===== src/trig_ctrl_defines.svh =====
// Constants of the timer clock and trigger controller: field codes,
// encodings, reset values and resynchroniser depth.
// Assumes inclusion by bare name; definitions only.
`ifndef TRIG_CTRL_DEFINES_SVH
`define TRIG_CTRL_DEFINES_SVH

// ---------------------------------------------------------------------
// Slave mode select codes
// ---------------------------------------------------------------------
`define SMS_DISABLED     3'h0
`define SMS_RESET        3'h4
`define SMS_GATED        3'h5
`define SMS_TRIGGER      3'h6
`define SMS_EXT_CLOCK1   3'h7

// ---------------------------------------------------------------------
// Trigger source select codes
// ---------------------------------------------------------------------
`define TS_INTERNAL0     3'h0
`define TS_INTERNAL1     3'h1
`define TS_INTERNAL2     3'h2
`define TS_INTERNAL3     3'h3
`define TS_EXT_PIN       3'h7
`define TS_INPUT_ONE     3'h5
`define TS_INPUT_TWO     3'h6

// ---------------------------------------------------------------------
// Filter, prescaler, resynchroniser depth and reset values
// ---------------------------------------------------------------------
`define FILTER_NONE      4'h0
`define EXT_TRIG_PRESCALE_DIV1        2'h0
`define SYNC_STAGES      2
`define COUNT_RESET      16'h0000

`endif


===== src/trig_ctrl_pkg.sv =====
// Types shared by the clock and trigger controller files.
// Assumes the defines header is compiled alongside.
package trig_ctrl_pkg;
   typedef enum logic [3:0] {
      ST_IDLE  = 4'b0001,
      ST_RUN   = 4'b0010,
      ST_GATED = 4'b0100,
      ST_EXTCK = 4'b1000
   } run_state_type;
endpackage


===== src/input_conditioner.sv =====
// Resynchroniser, digital filter and edge detector for one trigger input.
// Assumes the input is a level from a pin; all logic on CLK.
`timescale 1ns/1ps
`default_nettype none
`include "trig_ctrl_defines.svh"
module input_conditioner (
   // Clock and reset
   input  wire logic       CLK,
   input  wire logic       RSTN,
   // Input and settings
   input  wire logic       PIN,
   input  wire logic [3:0] FILTER,
   input  wire logic       POLARITY,
   // Conditioned outputs
   output logic            LEVEL,
   output logic            RISE,
   output logic            FALL
);
   logic       sync1_r;
   logic       sync2_r;
   logic       filt_r;
   logic       filt_d_r;
   logic [4:0] run_r;
   logic [4:0] run_nxt;
   logic       agree;
   logic       filt_nxt;

   // -------------------------------------------------------------------
   // Resynchroniser, first stage feeds only the second
   // -------------------------------------------------------------------
   always_ff @(posedge CLK or negedge RSTN) begin
      if (!RSTN) begin
         sync1_r <= 1'b0;
         sync2_r <= 1'b0;
      end else begin
         sync1_r <= PIN;
         sync2_r <= sync1_r;
      end
   end

   // Filter needs FILTER+1 stable samples; zero passes straight through
   assign agree    = (sync2_r != filt_r);
   assign run_nxt  = agree ? (run_r + 5'h01) : 5'h00;
   assign filt_nxt = (FILTER == `FILTER_NONE) ? sync2_r :
                     (agree && run_r >= {1'b0, FILTER}) ? sync2_r : filt_r;

   always_ff @(posedge CLK or negedge RSTN) begin
      if (!RSTN) begin
         run_r    <= 5'h00;
         filt_r   <= 1'b0;
         filt_d_r <= 1'b0;
      end else begin
         run_r    <= (filt_nxt != filt_r) ? 5'h00 : run_nxt;
         filt_r   <= filt_nxt;
         filt_d_r <= filt_r;
      end
   end

   // Polarity 1 swaps edges and inverts level
   assign LEVEL = filt_r ^ POLARITY;
   assign RISE  = POLARITY ? (filt_d_r & ~filt_r) : (~filt_d_r & filt_r);
   assign FALL  = POLARITY ? (~filt_d_r & filt_r) : (filt_d_r & ~filt_r);
endmodule
`default_nettype wire


===== src/ext_trig_divider.sv =====
// Edge divider of the external trigger path: one pulse per 1, 2, 4 or 8
// active edges. Assumes edges arrive as one-cycle pulses on CLK.
`timescale 1ns/1ps
`default_nettype none
`include "trig_ctrl_defines.svh"
module ext_trig_divider (
   // Clock and reset
   input  wire logic       CLK,
   input  wire logic       RSTN,
   // Edge in, ratio, pulse out
   input  wire logic       EDGE,
   input  wire logic [1:0] PRESCALE,
   output logic            PULSE
);
   logic [2:0] cnt_r;
   logic [2:0] limit;
   logic       wrap;

   // Limit is ratio minus one
   assign limit = 3'((4'h1 << PRESCALE) - 4'h1);
   assign wrap  = EDGE && (cnt_r >= limit);

   always_ff @(posedge CLK or negedge RSTN) begin
      if (!RSTN) begin
         cnt_r <= 3'h0;
         PULSE <= 1'b0;
      end else begin
         PULSE <= wrap;
         if (wrap) begin
            cnt_r <= 3'h0;
         end else if (EDGE) begin
            cnt_r <= cnt_r + 3'h1;
         end
      end
   end
endmodule
`default_nettype wire


===== src/timer_clock_trigger_ctrl.sv =====
// Clock and trigger controller of a 16-bit timer with a small up-counter.
// Assumes all inputs synchronous or resynchronised here; one clock.
// Operation
// - Prescaler clock from four selectable sources
// - Mode 000, no clock2: software-only controls
// - Internal clock starts once run set
// - Mode 111 counts each trigger edge
// - Select 110 input two, 101 input one
// - Clock mode 1 edge sets trigger flag
// - Polarity 0 rising/high, 1 falling/low
// - Input filter 0000 means no filtering
// - Capture settings never touch trigger path
// - Clock2 enable counts external pin edges
// - External prescale divides by 1,2,4,8
// - External polarity 0 selects rising edge
// - External filter 0000 means no filtering
// - Pins pass through resynchronisers first
// - Seven trigger sources: pin, inputs, companions
// - Mode 110 trigger edge starts counter
// - Mode 100 trigger reinitialises counter, prescaler
// - Reset mode, source low: update event
// - Reset mode restarts at zero, sets flag
// - Mode 101 counts while level active
// - Gated mode never counts without run
// - Clock2 combines with other trigger source
// - Update generate restarts counter and prescaler
// - Source bit set: no update flag
`timescale 1ns/1ps
`default_nettype none
`include "trig_ctrl_defines.svh"
module timer_clock_trigger_ctrl (
   // Clock and reset
   input  wire logic        CLK,
   input  wire logic        RSTN,
   // Pins and companion triggers
   input  wire logic        TIMER_INPUT_ONE,
   input  wire logic        TIMER_INPUT_TWO,
   input  wire logic        EXT_TRIGGER_PIN,
   input  wire logic [3:0]  INTERNAL_TRIGGER_IN,
   // Slave mode configuration
   input  wire logic [2:0]  SLAVE_MODE_SELECT,
   input  wire logic [2:0]  TRIGGER_SOURCE_SELECT,
   input  wire logic        EXT_CLOCK2_ENABLE,
   // Input channel configuration
   input  wire logic        INPUT_ONE_POLARITY,
   input  wire logic        INPUT_TWO_POLARITY,
   input  wire logic [3:0]  INPUT_ONE_FILTER,
   input  wire logic [3:0]  INPUT_TWO_FILTER,
   input  wire logic [1:0]  CAPTURE_ONE_SOURCE_SEL,
   input  wire logic [1:0]  CAPTURE_TWO_SOURCE_SEL,
   // External trigger configuration
   input  wire logic [3:0]  EXT_TRIG_FILTER,
   input  wire logic [1:0]  EXT_TRIG_PRESCALE,
   input  wire logic        EXT_TRIG_POLARITY,
   // Software control strobes and bits
   input  wire logic        RUN_SET,
   input  wire logic        RUN_CLEAR,
   input  wire logic        UPDATE_GENERATE_BIT,
   input  wire logic        UPDATE_REQUEST_SOURCE,
   input  wire logic        TRIGGER_IRQ_ENABLE,
   input  wire logic        TRIGGER_FLAG_CLEAR,
   input  wire logic        UPDATE_FLAG_CLEAR,
   // Status and outputs
   output logic             COUNTER_RUN_BIT,
   output logic             TRIGGER_FLAG,
   output logic             UPDATE_FLAG,
   output logic             TRIGGER_IRQ,
   output logic             UPDATE_EVENT,
   output logic             PRESCALER_CLOCK,
   output logic             PRESCALER_RESTART,
   output logic             SELECTED_TRIGGER_IN,
   output logic [15:0]      COUNTER
);
   // -------------------------------------------------------------------
   // Declarations
   // -------------------------------------------------------------------
   logic       in1_level;
   logic       in1_rise;
   logic       in1_fall;
   logic       in2_level;
   logic       in2_rise;
   logic       in2_fall;
   logic       etr_level;
   logic       etr_rise;
   logic       etr_fall;
   logic       etr_pulse;
   logic [3:0] itr_s1_r;
   logic [3:0] itr_s2_r;
   logic [3:0] itr_d_r;
   logic       trg_level;
   logic       trg_edge;
   logic       trg_any;
   logic       gate_prev_r;
   logic       run_r;
   logic       run_nxt;
   logic       tflag_r;
   logic       uflag_r;
   logic       ug_d_r;
   logic       ug_pulse;
   logic       reset_trig;
   logic       restart;
   logic       tick;
   logic       gate_on;
   logic       gate_changed;
   logic       trig_event;
   logic [15:0] cnt_r;
   logic [15:0] cnt_nxt;
   logic       ck_r;
   trig_ctrl_pkg::run_state_type state;

   // Active level and edge selection of one source
   function automatic logic pick(input logic [2:0] sel,
                                 input logic a1, input logic a2,
                                 input logic ae, input logic [3:0] ai);
      case (sel)
         `TS_INPUT_ONE: pick = a1;
         `TS_INPUT_TWO: pick = a2;
         `TS_EXT_PIN:   pick = ae;
         `TS_INTERNAL0: pick = ai[0];
         `TS_INTERNAL1: pick = ai[1];
         `TS_INTERNAL2: pick = ai[2];
         `TS_INTERNAL3: pick = ai[3];
         default:       pick = 1'b0;
      endcase
   endfunction

   // -------------------------------------------------------------------
   // Input conditioning
   // -------------------------------------------------------------------
   // Capture source selects are deliberately unused here
   input_conditioner u_in1 (
      .CLK      (CLK),
      .RSTN     (RSTN),
      .PIN      (TIMER_INPUT_ONE),
      .FILTER   (INPUT_ONE_FILTER),
      .POLARITY (INPUT_ONE_POLARITY),
      .LEVEL    (in1_level),
      .RISE     (in1_rise),
      .FALL     (in1_fall)
   );

   input_conditioner u_in2 (
      .CLK      (CLK),
      .RSTN     (RSTN),
      .PIN      (TIMER_INPUT_TWO),
      .FILTER   (INPUT_TWO_FILTER),
      .POLARITY (INPUT_TWO_POLARITY),
      .LEVEL    (in2_level),
      .RISE     (in2_rise),
      .FALL     (in2_fall)
   );

   input_conditioner u_etr (
      .CLK      (CLK),
      .RSTN     (RSTN),
      .PIN      (EXT_TRIGGER_PIN),
      .FILTER   (EXT_TRIG_FILTER),
      .POLARITY (EXT_TRIG_POLARITY),
      .LEVEL    (etr_level),
      .RISE     (etr_rise),
      .FALL     (etr_fall)
   );

   // Divided external edges feed clock mode 2
   ext_trig_divider u_div (
      .CLK      (CLK),
      .RSTN     (RSTN),
      .EDGE     (etr_rise),
      .PRESCALE (EXT_TRIG_PRESCALE),
      .PULSE    (etr_pulse)
   );

   // Companion triggers resynchronised, then delayed for edges
   always_ff @(posedge CLK or negedge RSTN) begin
      if (!RSTN) begin
         itr_s1_r <= 4'h0;
         itr_s2_r <= 4'h0;
         itr_d_r  <= 4'h0;
      end else begin
         itr_s1_r <= INTERNAL_TRIGGER_IN;
         itr_s2_r <= itr_s1_r;
         itr_d_r  <= itr_s2_r;
      end
   end

   // -------------------------------------------------------------------
   // Trigger selection
   // -------------------------------------------------------------------
   // Companions trigger on rising edges only
   assign trg_level = pick(TRIGGER_SOURCE_SELECT, in1_level, in2_level,
                           etr_level, itr_s2_r);
   assign trg_edge  = pick(TRIGGER_SOURCE_SELECT, in1_rise, in2_rise,
                           etr_rise, itr_s2_r & ~itr_d_r);
   // Fall outputs left unused: polarity already folded into rise
   assign trg_any   = in1_fall | in2_fall | etr_fall;
   assign SELECTED_TRIGGER_IN = trg_level;

   // -------------------------------------------------------------------
   // Mode decode
   // -------------------------------------------------------------------
   assign ug_pulse     = UPDATE_GENERATE_BIT & ~ug_d_r;
   assign reset_trig   = (SLAVE_MODE_SELECT == `SMS_RESET) & trg_edge;
   assign restart      = ug_pulse | reset_trig;
   assign gate_on      = (SLAVE_MODE_SELECT == `SMS_GATED) & trg_level;
   assign gate_changed = (SLAVE_MODE_SELECT == `SMS_GATED)
                         & run_r & (trg_level != gate_prev_r);
   assign trig_event   = gate_changed
                         | (trg_edge & (SLAVE_MODE_SELECT == `SMS_RESET
                         | SLAVE_MODE_SELECT == `SMS_TRIGGER
                         | SLAVE_MODE_SELECT == `SMS_EXT_CLOCK1));

   // Run bit: software only in mode 000, trigger mode may set it
   assign run_nxt = RUN_SET ? 1'b1 :
                    RUN_CLEAR ? 1'b0 :
                    ((SLAVE_MODE_SELECT == `SMS_TRIGGER) & trg_edge)
                    ? 1'b1 : run_r;

   // Clock source, external clock 2 has priority over master clock
   always_comb begin
      if (!run_r) begin
         state = trig_ctrl_pkg::ST_IDLE;
      end else if (SLAVE_MODE_SELECT == `SMS_EXT_CLOCK1) begin
         state = trig_ctrl_pkg::ST_EXTCK;
      end else if (SLAVE_MODE_SELECT == `SMS_GATED) begin
         state = trig_ctrl_pkg::ST_GATED;
      end else begin
         state = trig_ctrl_pkg::ST_RUN;
      end
   end

   // Gated mode still obeys clock 2 and needs run set
   always_comb begin
      case (state)
         trig_ctrl_pkg::ST_IDLE:  tick = 1'b0;
         trig_ctrl_pkg::ST_EXTCK: tick = trg_edge;
         trig_ctrl_pkg::ST_GATED:
            tick = gate_on & (EXT_CLOCK2_ENABLE ? etr_pulse : 1'b1);
         trig_ctrl_pkg::ST_RUN:
            tick = EXT_CLOCK2_ENABLE ? etr_pulse : 1'b1;
         default: tick = 1'b0;
      endcase
   end
   // Selecting the pin as trigger with clock 2 is left to software

   assign cnt_nxt = restart ? `COUNT_RESET :
                    tick ? cnt_r + 16'h0001 : cnt_r;

   // -------------------------------------------------------------------
   // State registers
   // -------------------------------------------------------------------
   always_ff @(posedge CLK or negedge RSTN) begin
      if (!RSTN) begin
         run_r       <= 1'b0;
         cnt_r       <= `COUNT_RESET;
         ug_d_r      <= 1'b0;
         gate_prev_r <= 1'b0;
         ck_r        <= 1'b0;
      end else begin
         run_r       <= run_nxt;
         cnt_r       <= cnt_nxt;
         ug_d_r      <= UPDATE_GENERATE_BIT;
         gate_prev_r <= trg_level;
         ck_r        <= tick;
      end
   end

   // Sticky flags; a new event wins over a clear in the same cycle
   always_ff @(posedge CLK or negedge RSTN) begin
      if (!RSTN) begin
         tflag_r      <= 1'b0;
         uflag_r      <= 1'b0;
         UPDATE_EVENT <= 1'b0;
         PRESCALER_RESTART <= 1'b0;
      end else begin
         tflag_r <= trig_event | (tflag_r & ~TRIGGER_FLAG_CLEAR);
         // Update request source set hides software and trigger updates
         uflag_r <= (restart & ~UPDATE_REQUEST_SOURCE)
                    | (uflag_r & ~UPDATE_FLAG_CLEAR);
         UPDATE_EVENT <= ug_pulse
                         | (reset_trig & ~UPDATE_REQUEST_SOURCE);
         PRESCALER_RESTART <= restart;
      end
   end

   // -------------------------------------------------------------------
   // Outputs
   // -------------------------------------------------------------------
   assign COUNTER_RUN_BIT = run_r;
   assign TRIGGER_FLAG    = tflag_r;
   assign UPDATE_FLAG     = uflag_r;
   assign TRIGGER_IRQ     = tflag_r & TRIGGER_IRQ_ENABLE;
   assign PRESCALER_CLOCK = ck_r;
   assign COUNTER         = cnt_r;

   // Unused capture fields and fall edges kept visible for review
   logic unused_ok;
   assign unused_ok = ^{CAPTURE_ONE_SOURCE_SEL, CAPTURE_TWO_SOURCE_SEL,
                        trg_any};
endmodule
`default_nettype wire


===== config.mk =====
export PLATFORM = sky130hd
export DESIGN_NAME = timer_clock_trigger_ctrl
export DESIGN_NICKNAME = d
export VERILOG_FILES = /design/src/trig_ctrl_pkg.sv /design/src/input_conditioner.sv /design/src/ext_trig_divider.sv /design/src/timer_clock_trigger_ctrl.sv
export VERILOG_INCLUDE_DIRS = /design/src
export SDC_FILE = /design/constraint.sdc
export NUM_CORES = 1
export LEC_CHECK = 0
export ABC_AREA = 1
export CAP_MARGIN = 20
export CORE_AREA = 8 8 79 99
export DETAILED_ROUTE_END_ITERATION = 16
export DIE_AREA = 0 0 87 107
export DONT_BUFFER_PORTS = 1
export PLACE_DENSITY = 0.78
export REMOVE_ABC_BUFFERS = 1
export SLEW_MARGIN = 10
export SYNTH_ARGS = -nofsm -noshare
export SYNTH_HDL_FRONTEND = slang
export SYNTH_SLANG_ARGS = --single-unit

===== constraint.sdc =====
create_clock -name CLK -period 2.1 [get_ports CLK]
set_input_delay 0.105 -clock CLK [delete_from_list [all_inputs] [get_ports CLK]]
set_output_delay 0.105 -clock CLK [all_outputs]
set_load 0.005 [all_outputs]

# Yosys cells after proc, flatten, opt, wreduce, memory -nomap -nowiden
# Cells that the tools add are included.
[word_totals]
ff_bits = 67
input_bits = 44
out_inout_bits = 24
elab_cells = 141
[classes]
add_sub_neg = 6
order_cmp = 4
n_eq_ne = 20
n_shift = 1
n_mux = 29
n_bitwise = 41
n_reduce_logical = 11
[ops]
columns = ["cell", "n"]
rows = [
  ["two-way mux 16 bit", 2],
  ["two-way mux 5 bit", 6],
  ["equality test 3 bit, second input constant", 7],
  ["bitwise AND 1 bit", 19],
  ["adder 16 x 1 -> 16 bit, second input constant", 1],
  ["adder 5 x 1 -> 5 bit, second input constant", 3],
  ["greater-or-equal comparator 5 x 4 -> 1 bit", 3],
  ["case mux 1 bit (7 select lines)", 2],
  ["two-way mux 1 bit", 13],
  ["logical NOT 4 bit", 3],
  ["NOT 1 bit", 10],
  ["two-way mux 3 bit", 3],
  ["two-way mux 4 bit", 2],
  ["inequality test 1 bit", 7],
  ["bitwise OR 1 bit", 7],
  ["equality test 3 x 2 -> 1 bit, second input constant", 2],
  ["bitwise AND 4 bit", 1],
  ["equality test 4 x 2 -> 1 bit, second input constant", 1],
  ["equality test 4 x 3 -> 1 bit, second input constant", 1],
  ["equality test 4 bit, second input constant", 1],
  ["logical AND 1 bit", 4],
  ["NOT 4 bit", 1],
  ["nonzero test 2 bit", 2],
  ["adder 3 x 1 -> 3 bit, second input constant", 1],
  ["8 further kinds", 10],
]

# Depth between registers and ports, before layout
# Gate-level depths: netlist of run 1.
[logic_depth]
ltp_word = 8
depth_mapped = 14
ltp_nobuf = 13

# Cells and area by module
# A second synthesis of run 1 with hierarchy kept.
[unflattened]
hier_cells = 455
hier_area_um2 = 3753.6
[by_module_without_submodules]
columns = ["mod", "n_inst", "cells_per_inst", "area_each_um2"]
rows = [
  ["timer_clock_trigger_ctrl", 1, 232, 1921.8],
  ["input_conditioner", 3, 64, 521.8],
  ["ext_trig_divider", 1, 31, 266.5],
]

# Least setup slack after synthesis of run 1
# OpenSTA, ideal clock, no wires.
[synth_path]
kind = "register -> register"
startpoint = "reg u_etr.run_r[0]"
endpoint = "reg u_etr.run_r[1]"
setup_time_ps = 89
arrival_time_ps = 1406
t_required_ps = 2011
slack_ps = 605
path_stages_with_launch = 9
path_buffers = 0
synth_period_minus_slack_ps = 1495
cell_sequence = "dfrtp_1 -> inv_1 -> ha_1 -> inv_1 -> a21boi_0 -> o21a_1 -> o21ai_0 -> nand3_1 -> nor3b_1"
[synth_between]
elab_chain_len = 6
word_cells_on_any_way = 8
classes_between = "1 x add/sub; 1 x order compare; 1 x eq/ne; 4 x mux; 1 x reduce/logical"
[synth_rtl]
columns = ["item", "line", "source"]
rows = [
  ["start, declared", "input_conditioner.sv:23", "logic [4:0] run_r;"],
  ["start signal, assigned", "input_conditioner.sv:53", "run_r <= (filt_nxt != filt_r) ? 5'h00 : run_nxt;"],
  ["greater-or-equal comparator 5 x 4 -> 1 bit", "input_conditioner.sv:45", "(agree && run_r >= {1'b0, FILTER}) ? sync2_r : filt_r;"],
  ["logical AND 1 bit", "input_conditioner.sv:45", ""],
  ["two-way mux 1 bit", "input_conditioner.sv:45", ""],
  ["two-way mux 1 bit", "input_conditioner.sv:44", "assign filt_nxt = (FILTER == `FILTER_NONE) ? sync2_r :"],
  ["inequality test 1 bit", "input_conditioner.sv:53", ""],
  ["two-way mux 5 bit *", "input_conditioner.sv:53", ""],
]
# Mark *: on every way between the ends. The rest lies on a longest branch, timed or not.
# A chain may end at the register's enable or synchronous reset.

# Worst setup path in the final report of run 1
[layout_path]
startpoint = "reg u_etr.filt_r"
endpoint = "reg tflag_r (netlist: TRIGGER_FLAG)"
[layout_between]
elab_chain_len = 7
word_cells_on_any_way = 12
classes_between = "1 x eq/ne; 3 x mux; 8 x bitwise"
[layout_rtl]
columns = ["item", "line", "source"]
rows = [
  ["start, declared", "input_conditioner.sv:21", "logic filt_r;"],
  ["start signal, assigned", "input_conditioner.sv:54", "filt_r <= filt_nxt;"],
  ["NOT 1 bit", "input_conditioner.sv:61", "assign RISE = POLARITY ? (filt_d_r & ~filt_r) : (~filt_d_r & filt_r);"],
  ["bitwise AND 1 bit", "input_conditioner.sv:61", ""],
  ["two-way mux 1 bit", "input_conditioner.sv:61", ""],
  ["case mux 1 bit (7 select lines)", "timer_clock_trigger_ctrl.sv:115", "case (sel)"],
  ["bitwise AND 1 bit", "timer_clock_trigger_ctrl.sv:208", "| (trg_edge & (SLAVE_MODE_SELECT == `SMS_RESET"],
  ["bitwise OR 1 bit *", "timer_clock_trigger_ctrl.sv:207", "assign trig_event = gate_changed"],
  ["bitwise OR 1 bit *", "timer_clock_trigger_ctrl.sv:275", "tflag_r <= trig_event | (tflag_r & ~TRIGGER_FLAG_CLEAR);"],
  ["end signal, assigned", "timer_clock_trigger_ctrl.sv:275", ""],
  ["end, declared", "timer_clock_trigger_ctrl.sv:96", "logic tflag_r;"],
]
# Marks and branches as above.

==> results of run 1 <==
layout make-up:
class	instances	area, um^2	share of cell area [%]
Multi-Input combinational cell	275	1670	40.8
Sequential cell	67	1680	40.9
Clock inverter	2	35.0	0.854
Timing Repair Buffer	17	185	4.51
Tap cell	87	109	2.65
Inverter	68	255	6.22
Clock buffer	12	165	4.03
timing repair:
action,CTS,global route
endpoints found under the hold margin,79,0
gates resized for setup,0,2
hold buffers,16,0
setup endpoints to repair,0,2
buffers inserted,0,0
state kept, by name, indices dropped and copies added, names as in the netlist, 3 cells and up:
register     count
u_in2.run_r      5
u_in1.run_r      5
itr_s2_r         4
COUNTER         16
itr_d_r          4
u_div.cnt_r      3
itr_s1_r         4
u_etr.run_r      5
placed cells by master (no fill, tap or decap), types with 2 or more instances in the layout:
master / instances
a21boi_0: 3
a21oi_1: 4
a31oi_1: 2
clkbuf_8: 12
dfrtp_1: 65
dfrtp_2: 2
dlygate4sd3_1: 15
ha_1: 20
inv_1: 65
inv_2: 3
nand2_1: 70
nand2_2: 4
nand2_8: 2
nand3_1: 30
nand3_2: 10
nand3b_1: 2
nand4_1: 20
nor2_1: 39
nor2_2: 2
nor2_4: 2
nor3_1: 13
nor3b_1: 5
nor4_1: 2
o211ai_1: 3
o21a_1: 3
o21ai_0: 10
or2_2: 2
xnor2_1: 5
xor2_1: 17
worst max-delay path by stage:
stage | end | slack (ns) | cells after the start
2_1_floorplan | COUNTER[0] | 0.58 | 10
3_3_place_gp | COUNTER[14] | 0.34 | 10
3_5_place_dp | COUNTER[2] | 0.28 | 10
4_1_cts | TRIGGER_FLAG | 0.06 | 10
5_1_grt | TRIGGER_FLAG | 0.004 | 10
6_report | TRIGGER_FLAG | 0.12 | 9
power groups by stage:
stage          registers, uW  logic [uW]  clock network (uW)
6_report                1680         853                1080
5_1_grt                 1720         987                1150
4_1_cts                 1680         864                1110
3_5_place_dp            1700         795                   0
3_3_place_gp            1690         750                   0
2_1_floorplan           1650         651                   0
stage by stage:
stage               setup WS [ns]  utilization [%]  power (uW)
floorplan                   0.577                -        2300
global placement            0.342             58.9        2440
detailed placement          0.280             58.9        2500
CTS                        0.0557             64.9        3650
global route              0.00369             64.9        3860
finish                      0.123             64.9        3610
metal layers:
metal,GRT usage [%],vias to the layer above,wire length (um)
met5,0,-,13
li1,-,1390,-
met4,7.28,2,111
met3,6.43,12,499
met1,17.4,1299,2960
met2,28.2,61,3630
logic make-up after synthesis:
group / after synthesis
adder cells (fa/ha/maj): 20
buffers and inverters: 74
AO/OA/AOI/OAI: 28
AND/OR/NAND/NOR: 205
XOR/XNOR: 22
flip-flops: 67
worst min-delay path: cells and delay by family:
family,cells,cell delay [ns]
AO/OA/AOI/OAI,1,0.06
buffers and inverters,2,0.10
AND/OR/NAND/NOR,1,0.09
==> qor.csv, run 1 <==
stage;metric;value;unit
yosys;main combinational cell family by area after synthesis;simple AND/OR/NAND/NOR gates;
place;DP Area;3720;um^2
worst_setup_path;WP buf/inv;2;
timing;Setup Total Neg Slack;0;ns
yosys;largest cells by area after synthesis;dfrtp_1 46%, nand2_1 7.2%, ha_1 6.8%;
layout;Final Non-Filler Cells;528;
yosys;most common cell in the netlist;nand2_1;
drt;WL/cell;13.7;um
yosys;Most used DFF post-synth;dfrtp_1;
worst_setup_path;Critical Path End Type;flip-flop;
yosys;XOR/XNOR Fraction of Synth Area;5.25;%
place;Final HPWL DP;5100;um
worst_setup_path;Largest stage delay, worst path;0.56;ns
yosys;#FFs+latches synth;67;
timing;minimum clock period;1.98;ns
place;Cell Count Post-Placement;498;
global_route;Global Route Usage Sum;16.5;%
die;Starting Density;58.1;%
clock_tree;clock root buffer;clkbuf_8;
timing;Final setup viols;0;
global_route;pin count of the biggest net entering global routing;68;
worst_setup_path;worst reg2reg path depth;9;
timing;WHS;0.0555;ns
status;status;completed;
global_route;Remaining Overflow, GRT;0;
power;Sw Pwr;1130;uW
clock_tree;CTS tree;done;
timing;clk_skew;0.00842;ns
yosys;Post-Synth Simple-Gate Area;28.8;%
worst_setup_path;WP data required;2.32;ns
clock_tree;Bufs on Longest Clock Path;2;
power;PD cells;880;nW/um^2
die;DIE HEIGHT;107;um
die;chip width;87;um
timing;Least-Margin Pin Slew;0.485;ns
drt;drt pass-1 iters;4;
clock_tree;Clk Latency, worst-skew pair;0.34;ns
worst_hold_path;hold_sp;UPDATE_GENERATE_BIT;
global_route;initial antenna violation count;1;
power;internal power;2480;uW
yosys;mux cell area share after synthesis;0;%
worst_setup_path;Critical R2R Capture;TRIGGER_FLAG;
global_route;first-pass GRT wire length;11900;um
power;Sw Ratio;31.3;%
worst_setup_path;Worst R2R Setup Slack;0.12;ns
yosys;post-synthesis async set-or-reset flop share;100;%
drt;antenna-violating nets left;0;
place;Buffers on Ports;0;
timing;slew margin rel.;67.7;%
global_route;number of global-route vias before repair;2666;
yosys;adder-cell share of the synthesized area;6.82;%
timing;fmax;0.506;GHz
clock_tree;Clock transition at path regs;0.07;ns
yosys;Yosys top cell by area;dfrtp_1;
clock_tree;cts bufs inserted;9;
layout;FILL cells;542;
yosys;area of the mapped netlist;3670;um^2
drt;Via-to-Cell Ratio;5.23;
flow_run;number of max-cap violations;0;
clock_tree;# clock sinks;67;
power;Combinational Power Share;23.6;%
die;Core Region;6320;um^2
timing;Period Utilization, post-route;94.2;%
yosys;Syn Inst Count;416;
power;leakage;0.00212;uW
worst_setup_path;critical path data arrival time;2.20;ns
worst_setup_path;worst r2r src;u_etr.filt_r;
layout;fin area;4100;um^2
die;top-level I/O count;68;
yosys;Compound-Gate Fraction of Synth Area;4.70;%
drt;via count;2764;
clock_tree;H-tree levels;3;
die;Die ar.;9310;um^2
die;FP Rows;33;
worst_setup_path;CP max stage cell;dlygate4sd3_1;
yosys;post-synthesis sequential area ratio;45.7;%
power;power share of the clock group;29.8;%
layout;n_diodes;0;
yosys;Syn. warnings;0;
power;Peak VDD IR;0.000619;V
worst_setup_path;Crit path max-delay family;buffers and inverters;
worst_setup_path;Worst Setup SP;u_etr.filt_r;
timing;final hold vios;0;
place;placer's final routability congestion estimate;0.832;
worst_hold_path;Hold Crit Class;primary input to flip-flop;
worst_hold_path;Worst Hold Path EP;UPDATE_EVENT;
worst_setup_path;Critical Path Start Type;flip-flop;
layout;final net count;502;
yosys;Synth Area per Inst;8.82;um^2
worst_hold_path;Hold Path Stages;4;
power;Seq pwr share;46.5;%
drt;final wirelength;7220;um
yosys;Distinct cells, synth;34;
worst_setup_path;worst path cell trace;nand3b_1 -> nand2_1 -> nand2_1 -> nand3_2 -> nor2_4 -> inv_2 -> o211ai_1 -> o211ai_1 -> dlygate4sd3_1;
worst_setup_path;critical path class;flip-flop to flip-flop;
worst_setup_path;Crit Path Max Fanout;5;
drt;starting DRC count in detailed routing;106;
yosys;Synth top area share;45.7;%
timing;fin. max-slew vios;0;
layout;share of cells above drive strength 1;10.2;%
yosys;commonest cells in the netlist;70 x nand2_1, 67 x dfrtp_1, 65 x inv_1, 39 x nor2_1, 30 x nand3_1;
yosys;number of synthesized flops with an enable pin;0;
layout;Area Growth Syn to Fin;11.8;%
drt;DRC Markers;0;
timing;RSZ-0062 raised after global routing;no;
Power figures use the tool's default switching activity.
==> run 2, diff against run 1 <==
--- a/config.mk
+++ b/config.mk
@@ -8,11 +8,11 @@
 export LEC_CHECK = 0
 export ABC_AREA = 1
 export CAP_MARGIN = 20
-export CORE_AREA = 8 8 79 99
+export CORE_AREA = 8 8 118 147
 export DETAILED_ROUTE_END_ITERATION = 16
-export DIE_AREA = 0 0 87 107
+export DIE_AREA = 0 0 126 155
 export DONT_BUFFER_PORTS = 1
-export PLACE_DENSITY = 0.78
+export PLACE_DENSITY = 0.42
 export REMOVE_ABC_BUFFERS = 1
 export SLEW_MARGIN = 10
 export SYNTH_ARGS = -nofsm -noshare
==> qor.csv, run 2 (synthesis results as in run 1) <==
stage;metric;value;unit
drt;via count;2774;
worst_setup_path;CP max stage cell;dlygate4sd3_1;
layout;n_diodes;0;
die;DIE HEIGHT;155;um
global_route;pin count of the biggest net entering global routing;68;
timing;Least-Margin Pin Slew;0.473;ns
layout;commonest non-fill, non-tap cells in the layout;69 x nand2_1, 66 x dfrtp_1, 65 x inv_1, 39 x nor2_1, 30 x nand3_1;
worst_setup_path;critical path data arrival time;2.10;ns
timing;Period Utilization, post-route;90.1;%
power;leakage;0.00219;uW
worst_setup_path;Crit Path Max Fanout;5;
clock_tree;Clk Latency, worst-skew pair;0.33;ns
worst_setup_path;WP buf/inv;1;
global_route;first-pass GRT wire length;14000;um
power;Peak VDD IR;0.000420;V
timing;Final setup viols;0;
timing;Setup Total Neg Slack;0;ns
worst_setup_path;Crit path max-delay family;simple AND/OR/NAND/NOR gates;
timing;fmax;0.528;GHz
drt;DRC Markers;0;
die;FP Rows;51;
worst_hold_path;Hold Crit Class;primary input to flip-flop;
layout;FILL cells;1648;
status;status;completed;
die;Die ar.;19500;um^2
clock_tree;cts bufs inserted;9;
layout;Final Non-Filler Cells;631;
worst_setup_path;most frequent CP cell;nor2_1;
drt;drt pass-1 iters;4;
layout;most common cell after layout, fill and taps aside;nand2_1;
timing;clk_skew;0.0111;ns
clock_tree;CTS tree;done;
global_route;Global Route Usage Sum;8.95;%
worst_setup_path;Critical Path Start Type;flip-flop;
clock_tree;# clock sinks;67;
layout;final net count;505;
timing;final hold vios;0;
timing;slew margin rel.;68.4;%
clock_tree;clock root buffer;clkbuf_16;
worst_setup_path;Critical Path End Type;flip-flop;
worst_setup_path;Largest stage delay, worst path;0.55;ns
die;chip width;126;um
clock_tree;H-tree levels;3;
place;Cell Count Post-Placement;598;
global_route;Remaining Overflow, GRT;0;
drt;starting DRC count in detailed routing;61;
place;Final HPWL DP;6000;um
place;placer's final routability congestion estimate;0.790;
drt;Via-to-Cell Ratio;4.40;
power;Tot Pwr;4190;uW
global_route;number of global-route vias before repair;2924;
layout;share of cells above drive strength 1;11.0;%
timing;minimum clock period;1.89;ns
place;DP Area;3870;um^2
timing;fin. max-slew vios;0;
layout;number of flip-flops in the largest register;16;
place;Buffers on Ports;0;
global_route;initial antenna violation count;0;
power;PD cells;954;nW/um^2
layout;fin area;4390;um^2
timing;RSZ-0062 raised after global routing;no;
drt;final wirelength;8170;um
worst_setup_path;critical path class;flip-flop to flip-flop;
die;Core Region;15200;um^2
drt;WL/cell;12.9;um
clock_tree;Post-CTS Setup Repair Bufs;0;
worst_setup_path;WP data required;2.31;ns
drt;antenna-violating nets left;0;
flow_run;number of max-cap violations;0;
clock_tree;Bufs on Longest Clock Path;2;
die;top-level I/O count;68;
layout;Area Growth Syn to Fin;19.6;%
die;Starting Density;24.2;%
clock_tree;Clock transition at path regs;0.06;ns
worst_setup_path;worst path cell trace;nand3b_1 -> nand2_2 -> nand2_1 -> nand3_2 -> nor2_4 -> nor2_1 -> nor2_1 -> o21bai_1 -> dlygate4sd3_1;
run 2: cell types whose count changed in the layout (fill, tap and decap cells not counted), sizes merged:
cell         previous run  this run
clkinvlp                0         2
dlygate4sd3            15        16
buf                     2         4
clkbuf                 12        10
bufinv                  1         2
clkinv                  1         2
run 2: per-stage QoR:
stage                     hold slack [ns]  util [%]  setup slack (ns)
final                              0.0137      28.9             0.207
after global routing               0.0646      28.9            0.0271
after CTS                         0.00304      28.9            0.0585
after detailed placement           -0.188      25.5             0.313
after global placement             -0.188      25.5             0.338
after floorplan                    -0.191         -             0.577
run 2: final cells by class:
type                            instances  area (um^2)  share of cell area [%]
Clock buffer                           10          239                    5.44
Sequential cell                        67         1680                    38.2
Clock inverter                          6         88.8                    2.02
Multi-Input combinational cell        275         1680                    38.2
Inverter                               68          255                    5.81
Timing Repair Buffer                   20          223                    5.07
Tap cell                              185          231                    5.27
run 2: final timing paths:
check,slack (ns),cells after the start,from,endpoint
min in group asynchronous,0.32,2,RSTN,COUNTER[14]
hold / removal,0.01,3,SLAVE_MODE_SELECT[1],TRIGGER_FLAG
setup reg to reg,0.21,9,u_etr.filt_r,COUNTER_RUN_BIT
max in group asynchronous,1.48,2,RSTN,u_etr.filt_r
hold reg to reg,0.34,0,itr_s1_r[2],itr_s2_r[2]
setup / recovery,0.21,9,u_etr.filt_r,COUNTER_RUN_BIT
run 2: worst reg2reg max path: stages (launching register included):
cell and delay, ns:
dfrtp_2 0.44, nand3b_1 0.11, nand2_2 0.10, nand2_1 0.09, nand3_2 0.09, nor2_4 0.17
nor2_1 0.07, nor2_1 0.10, o21bai_1 0.06, dlygate4sd3_1 0.55
run 2: report_power, final:
part           total, uW  switching, uW  internal (uW)
registers           1680            186           1500
logic                876            508            368
clock network       1630            563           1070
run 2: timing repair:
item,in CTS,in global routing
hold endpoints to repair,79,0
gates resized for setup,0,2
hold buffers,17,0
setup endpoints to repair,0,1
run 2: metal layers:
layer  global-route usage [%]  vias up  part of all wire, %
li1                         -     1399                    -
met1                     9.61     1315                   42
met2                     15.2       52                   48
met3                     3.53        8                  7.3
met4                     4.14        0                  1.9
met5                        0        -                    0
==> run 3, diff against run 2 <==
--- a/config.mk
+++ b/config.mk
@@ -12,6 +12,7 @@
 export DETAILED_ROUTE_END_ITERATION = 16
 export DIE_AREA = 0 0 126 155
 export DONT_BUFFER_PORTS = 1
+export HOLD_SLACK_MARGIN = 0.08
 export PLACE_DENSITY = 0.42
 export REMOVE_ABC_BUFFERS = 1
 export SLEW_MARGIN = 10
==> qor.csv, run 3 (synthesis results as in run 1) <==
stage;metric;value;unit
layout;FILL cells;1648;
worst_setup_path;CP max stage cell;dlygate4sd3_1;
clock_tree;cts bufs inserted;9;
die;FP Rows;51;
clock_tree;clock root buffer;clkbuf_16;
flow_run;number of max-cap violations;0;
status;status;completed;
layout;number of flip-flops in the largest register;16;
place;placer's final routability congestion estimate;0.790;
timing;Least-Margin Pin Slew;0.473;ns
clock_tree;CTS tree;done;
worst_setup_path;Largest stage delay, worst path;0.55;ns
layout;Reg area;1680;um^2
clock_tree;# clock sinks;67;
timing;slew margin rel.;68.4;%
worst_setup_path;worst path cell trace;nand3b_1 -> nand2_2 -> nand2_1 -> nand3_2 -> nor2_4 -> nor2_1 -> nor2_1 -> o21bai_1 -> dlygate4sd3_1;
layout;commonest non-fill, non-tap cells in the layout;69 x nand2_1, 66 x dfrtp_1, 65 x inv_1, 39 x nor2_1, 30 x nand3_1;
die;Die ar.;19500;um^2
global_route;number of global-route vias before repair;2932;
drt;DRC Markers;0;
layout;Area Growth Syn to Fin;19.9;%
global_route;Remaining Overflow, GRT;0;
clock_tree;Bufs on Longest Clock Path;2;
worst_setup_path;Worst R2R Setup Slack;0.21;ns
global_route;Global Route Usage Sum;8.99;%
timing;fin. max-slew vios;0;
drt;Via-to-Cell Ratio;4.39;
worst_setup_path;Critical Path Start Type;flip-flop;
layout;final net count;506;
global_route;M3 GR Usage;3.49;%
drt;starting DRC count in detailed routing;54;
layout;multi-input logic area;1680;um^2
timing;minimum clock period;1.89;ns
layout;n_diodes;0;
timing;clk_skew;0.0116;ns
global_route;routing usage on met1;9.67;%
drt;WL/cell;13.0;um
die;chip width;126;um
worst_setup_path;Crit Path Max Fanout;5;
timing;fmax;0.528;GHz
clock_tree;Clock transition at path regs;0.06;ns
timing;Setup Total Neg Slack;0;ns
power;leakage;0.00219;uW
drt;via count;2776;
die;Core Region;15200;um^2
global_route;GRT Max-Usage Layer;met2;
global_route;initial antenna violation count;0;
worst_setup_path;Critical Path End Type;flip-flop;
timing;Period Utilization, post-route;90.2;%
global_route;GR Util met2;15.3;%
power;Peak VDD IR;0.000420;V
clock_tree;Clk Latency, worst-skew pair;0.33;ns
worst_setup_path;critical path data arrival time;2.11;ns
timing;final hold vios;0;
layout;share of cells above drive strength 1;11.0;%
worst_setup_path;WP data required;2.31;ns
drt;antenna-violating nets left;0;
drt;drt pass-1 iters;4;
worst_setup_path;most frequent CP cell;nor2_1;
place;Final HPWL DP;6000;um
layout;most common cell after layout, fill and taps aside;nand2_1;
timing;Final setup viols;0;
place;Buffers on Ports;0;
power;PD cells;953;nW/um^2
die;DIE HEIGHT;155;um
global_route;first-pass GRT wire length;14000;um
worst_setup_path;critical path class;flip-flop to flip-flop;
die;Starting Density;24.2;%
drt;final wirelength;8220;um
timing;RSZ-0062 raised after global routing;no;
worst_hold_path;Hold Crit Class;primary input to flip-flop;
layout;Util after Layout;29.0;%
die;top-level I/O count;68;
global_route;pin count of the biggest net entering global routing;68;
clock_tree;H-tree levels;3;
run 3: worst paths after layout:
path	depth (start not counted)	startpoint	to
worst max-delay path	9	u_etr.filt_r	COUNTER_RUN_BIT
worst min-delay path	4	UPDATE_GENERATE_BIT	UPDATE_EVENT
worst max register to register	9	u_etr.filt_r	COUNTER_RUN_BIT
min in group asynchronous	2	RSTN	COUNTER[14]
max in group asynchronous	2	RSTN	u_etr.filt_r
worst min register to register	0	itr_s1_r[2]	itr_s2_r[2]
run 3: per-stage QoR:
step                cell area, um^2  hold slack (ns)  power [uW]  std cells  setup WS (ns)
finish                         4400            0.103        4190        632          0.206
floorplan                      3610           -0.191        2300        410          0.577
CTS                            4400            0.102        4290        632         0.0585
global route                   4400            0.146        4510        632         0.0271
detailed placement             3870           -0.188        2540        598          0.313
global placement               3870           -0.188        2500        598          0.338
run 3: repair_timing:
| item | 4_1_cts | 5_1_grt |
|---|---|---|
| resized for setup | 0 | 2 |
| endpoints found under the setup margin | 0 | 1 |
| buffers inserted | 0 | 0 |
| hold buffers | 18 | 0 |
| endpoints found under the hold margin | 79 | 0 |
run 3: routing by layer:
layer	up-vias	share of wire (%)
met5	-	0
met4	0	1.9
met3	8	7.3
met2	52	48
met1	1317	42
li1	1399	-
run 3: worst max-delay path: cells and delay by family (launching register included):
family,cells,cell delay [ns]
buffers and inverters,1,0.55
AOI/OAI and AO/OA,1,0.06
DFF,1,0.44
and+or+nand+nor,7,0.73
run 3: report_power, final:
part | switching, uW | internal (uW) | total, uW
combinational | 510 | 369 | 880
clock | 563 | 1070 | 1630
sequential | 186 | 1500 | 1680
total | 1260 | 2940 | 4190
run 3: area by class of cell:
| class | count | area share, % |
|---|---|---|
| clock buffer | 10 | 5.43 |
| clock inverter | 6 | 2.02 |
| inverter | 68 | 5.80 |
| multi-input combinational | 275 | 38.1 |
| sequential | 67 | 38.1 |
| tap | 185 | 5.26 |
| timing repair buffer | 21 | 5.29 |
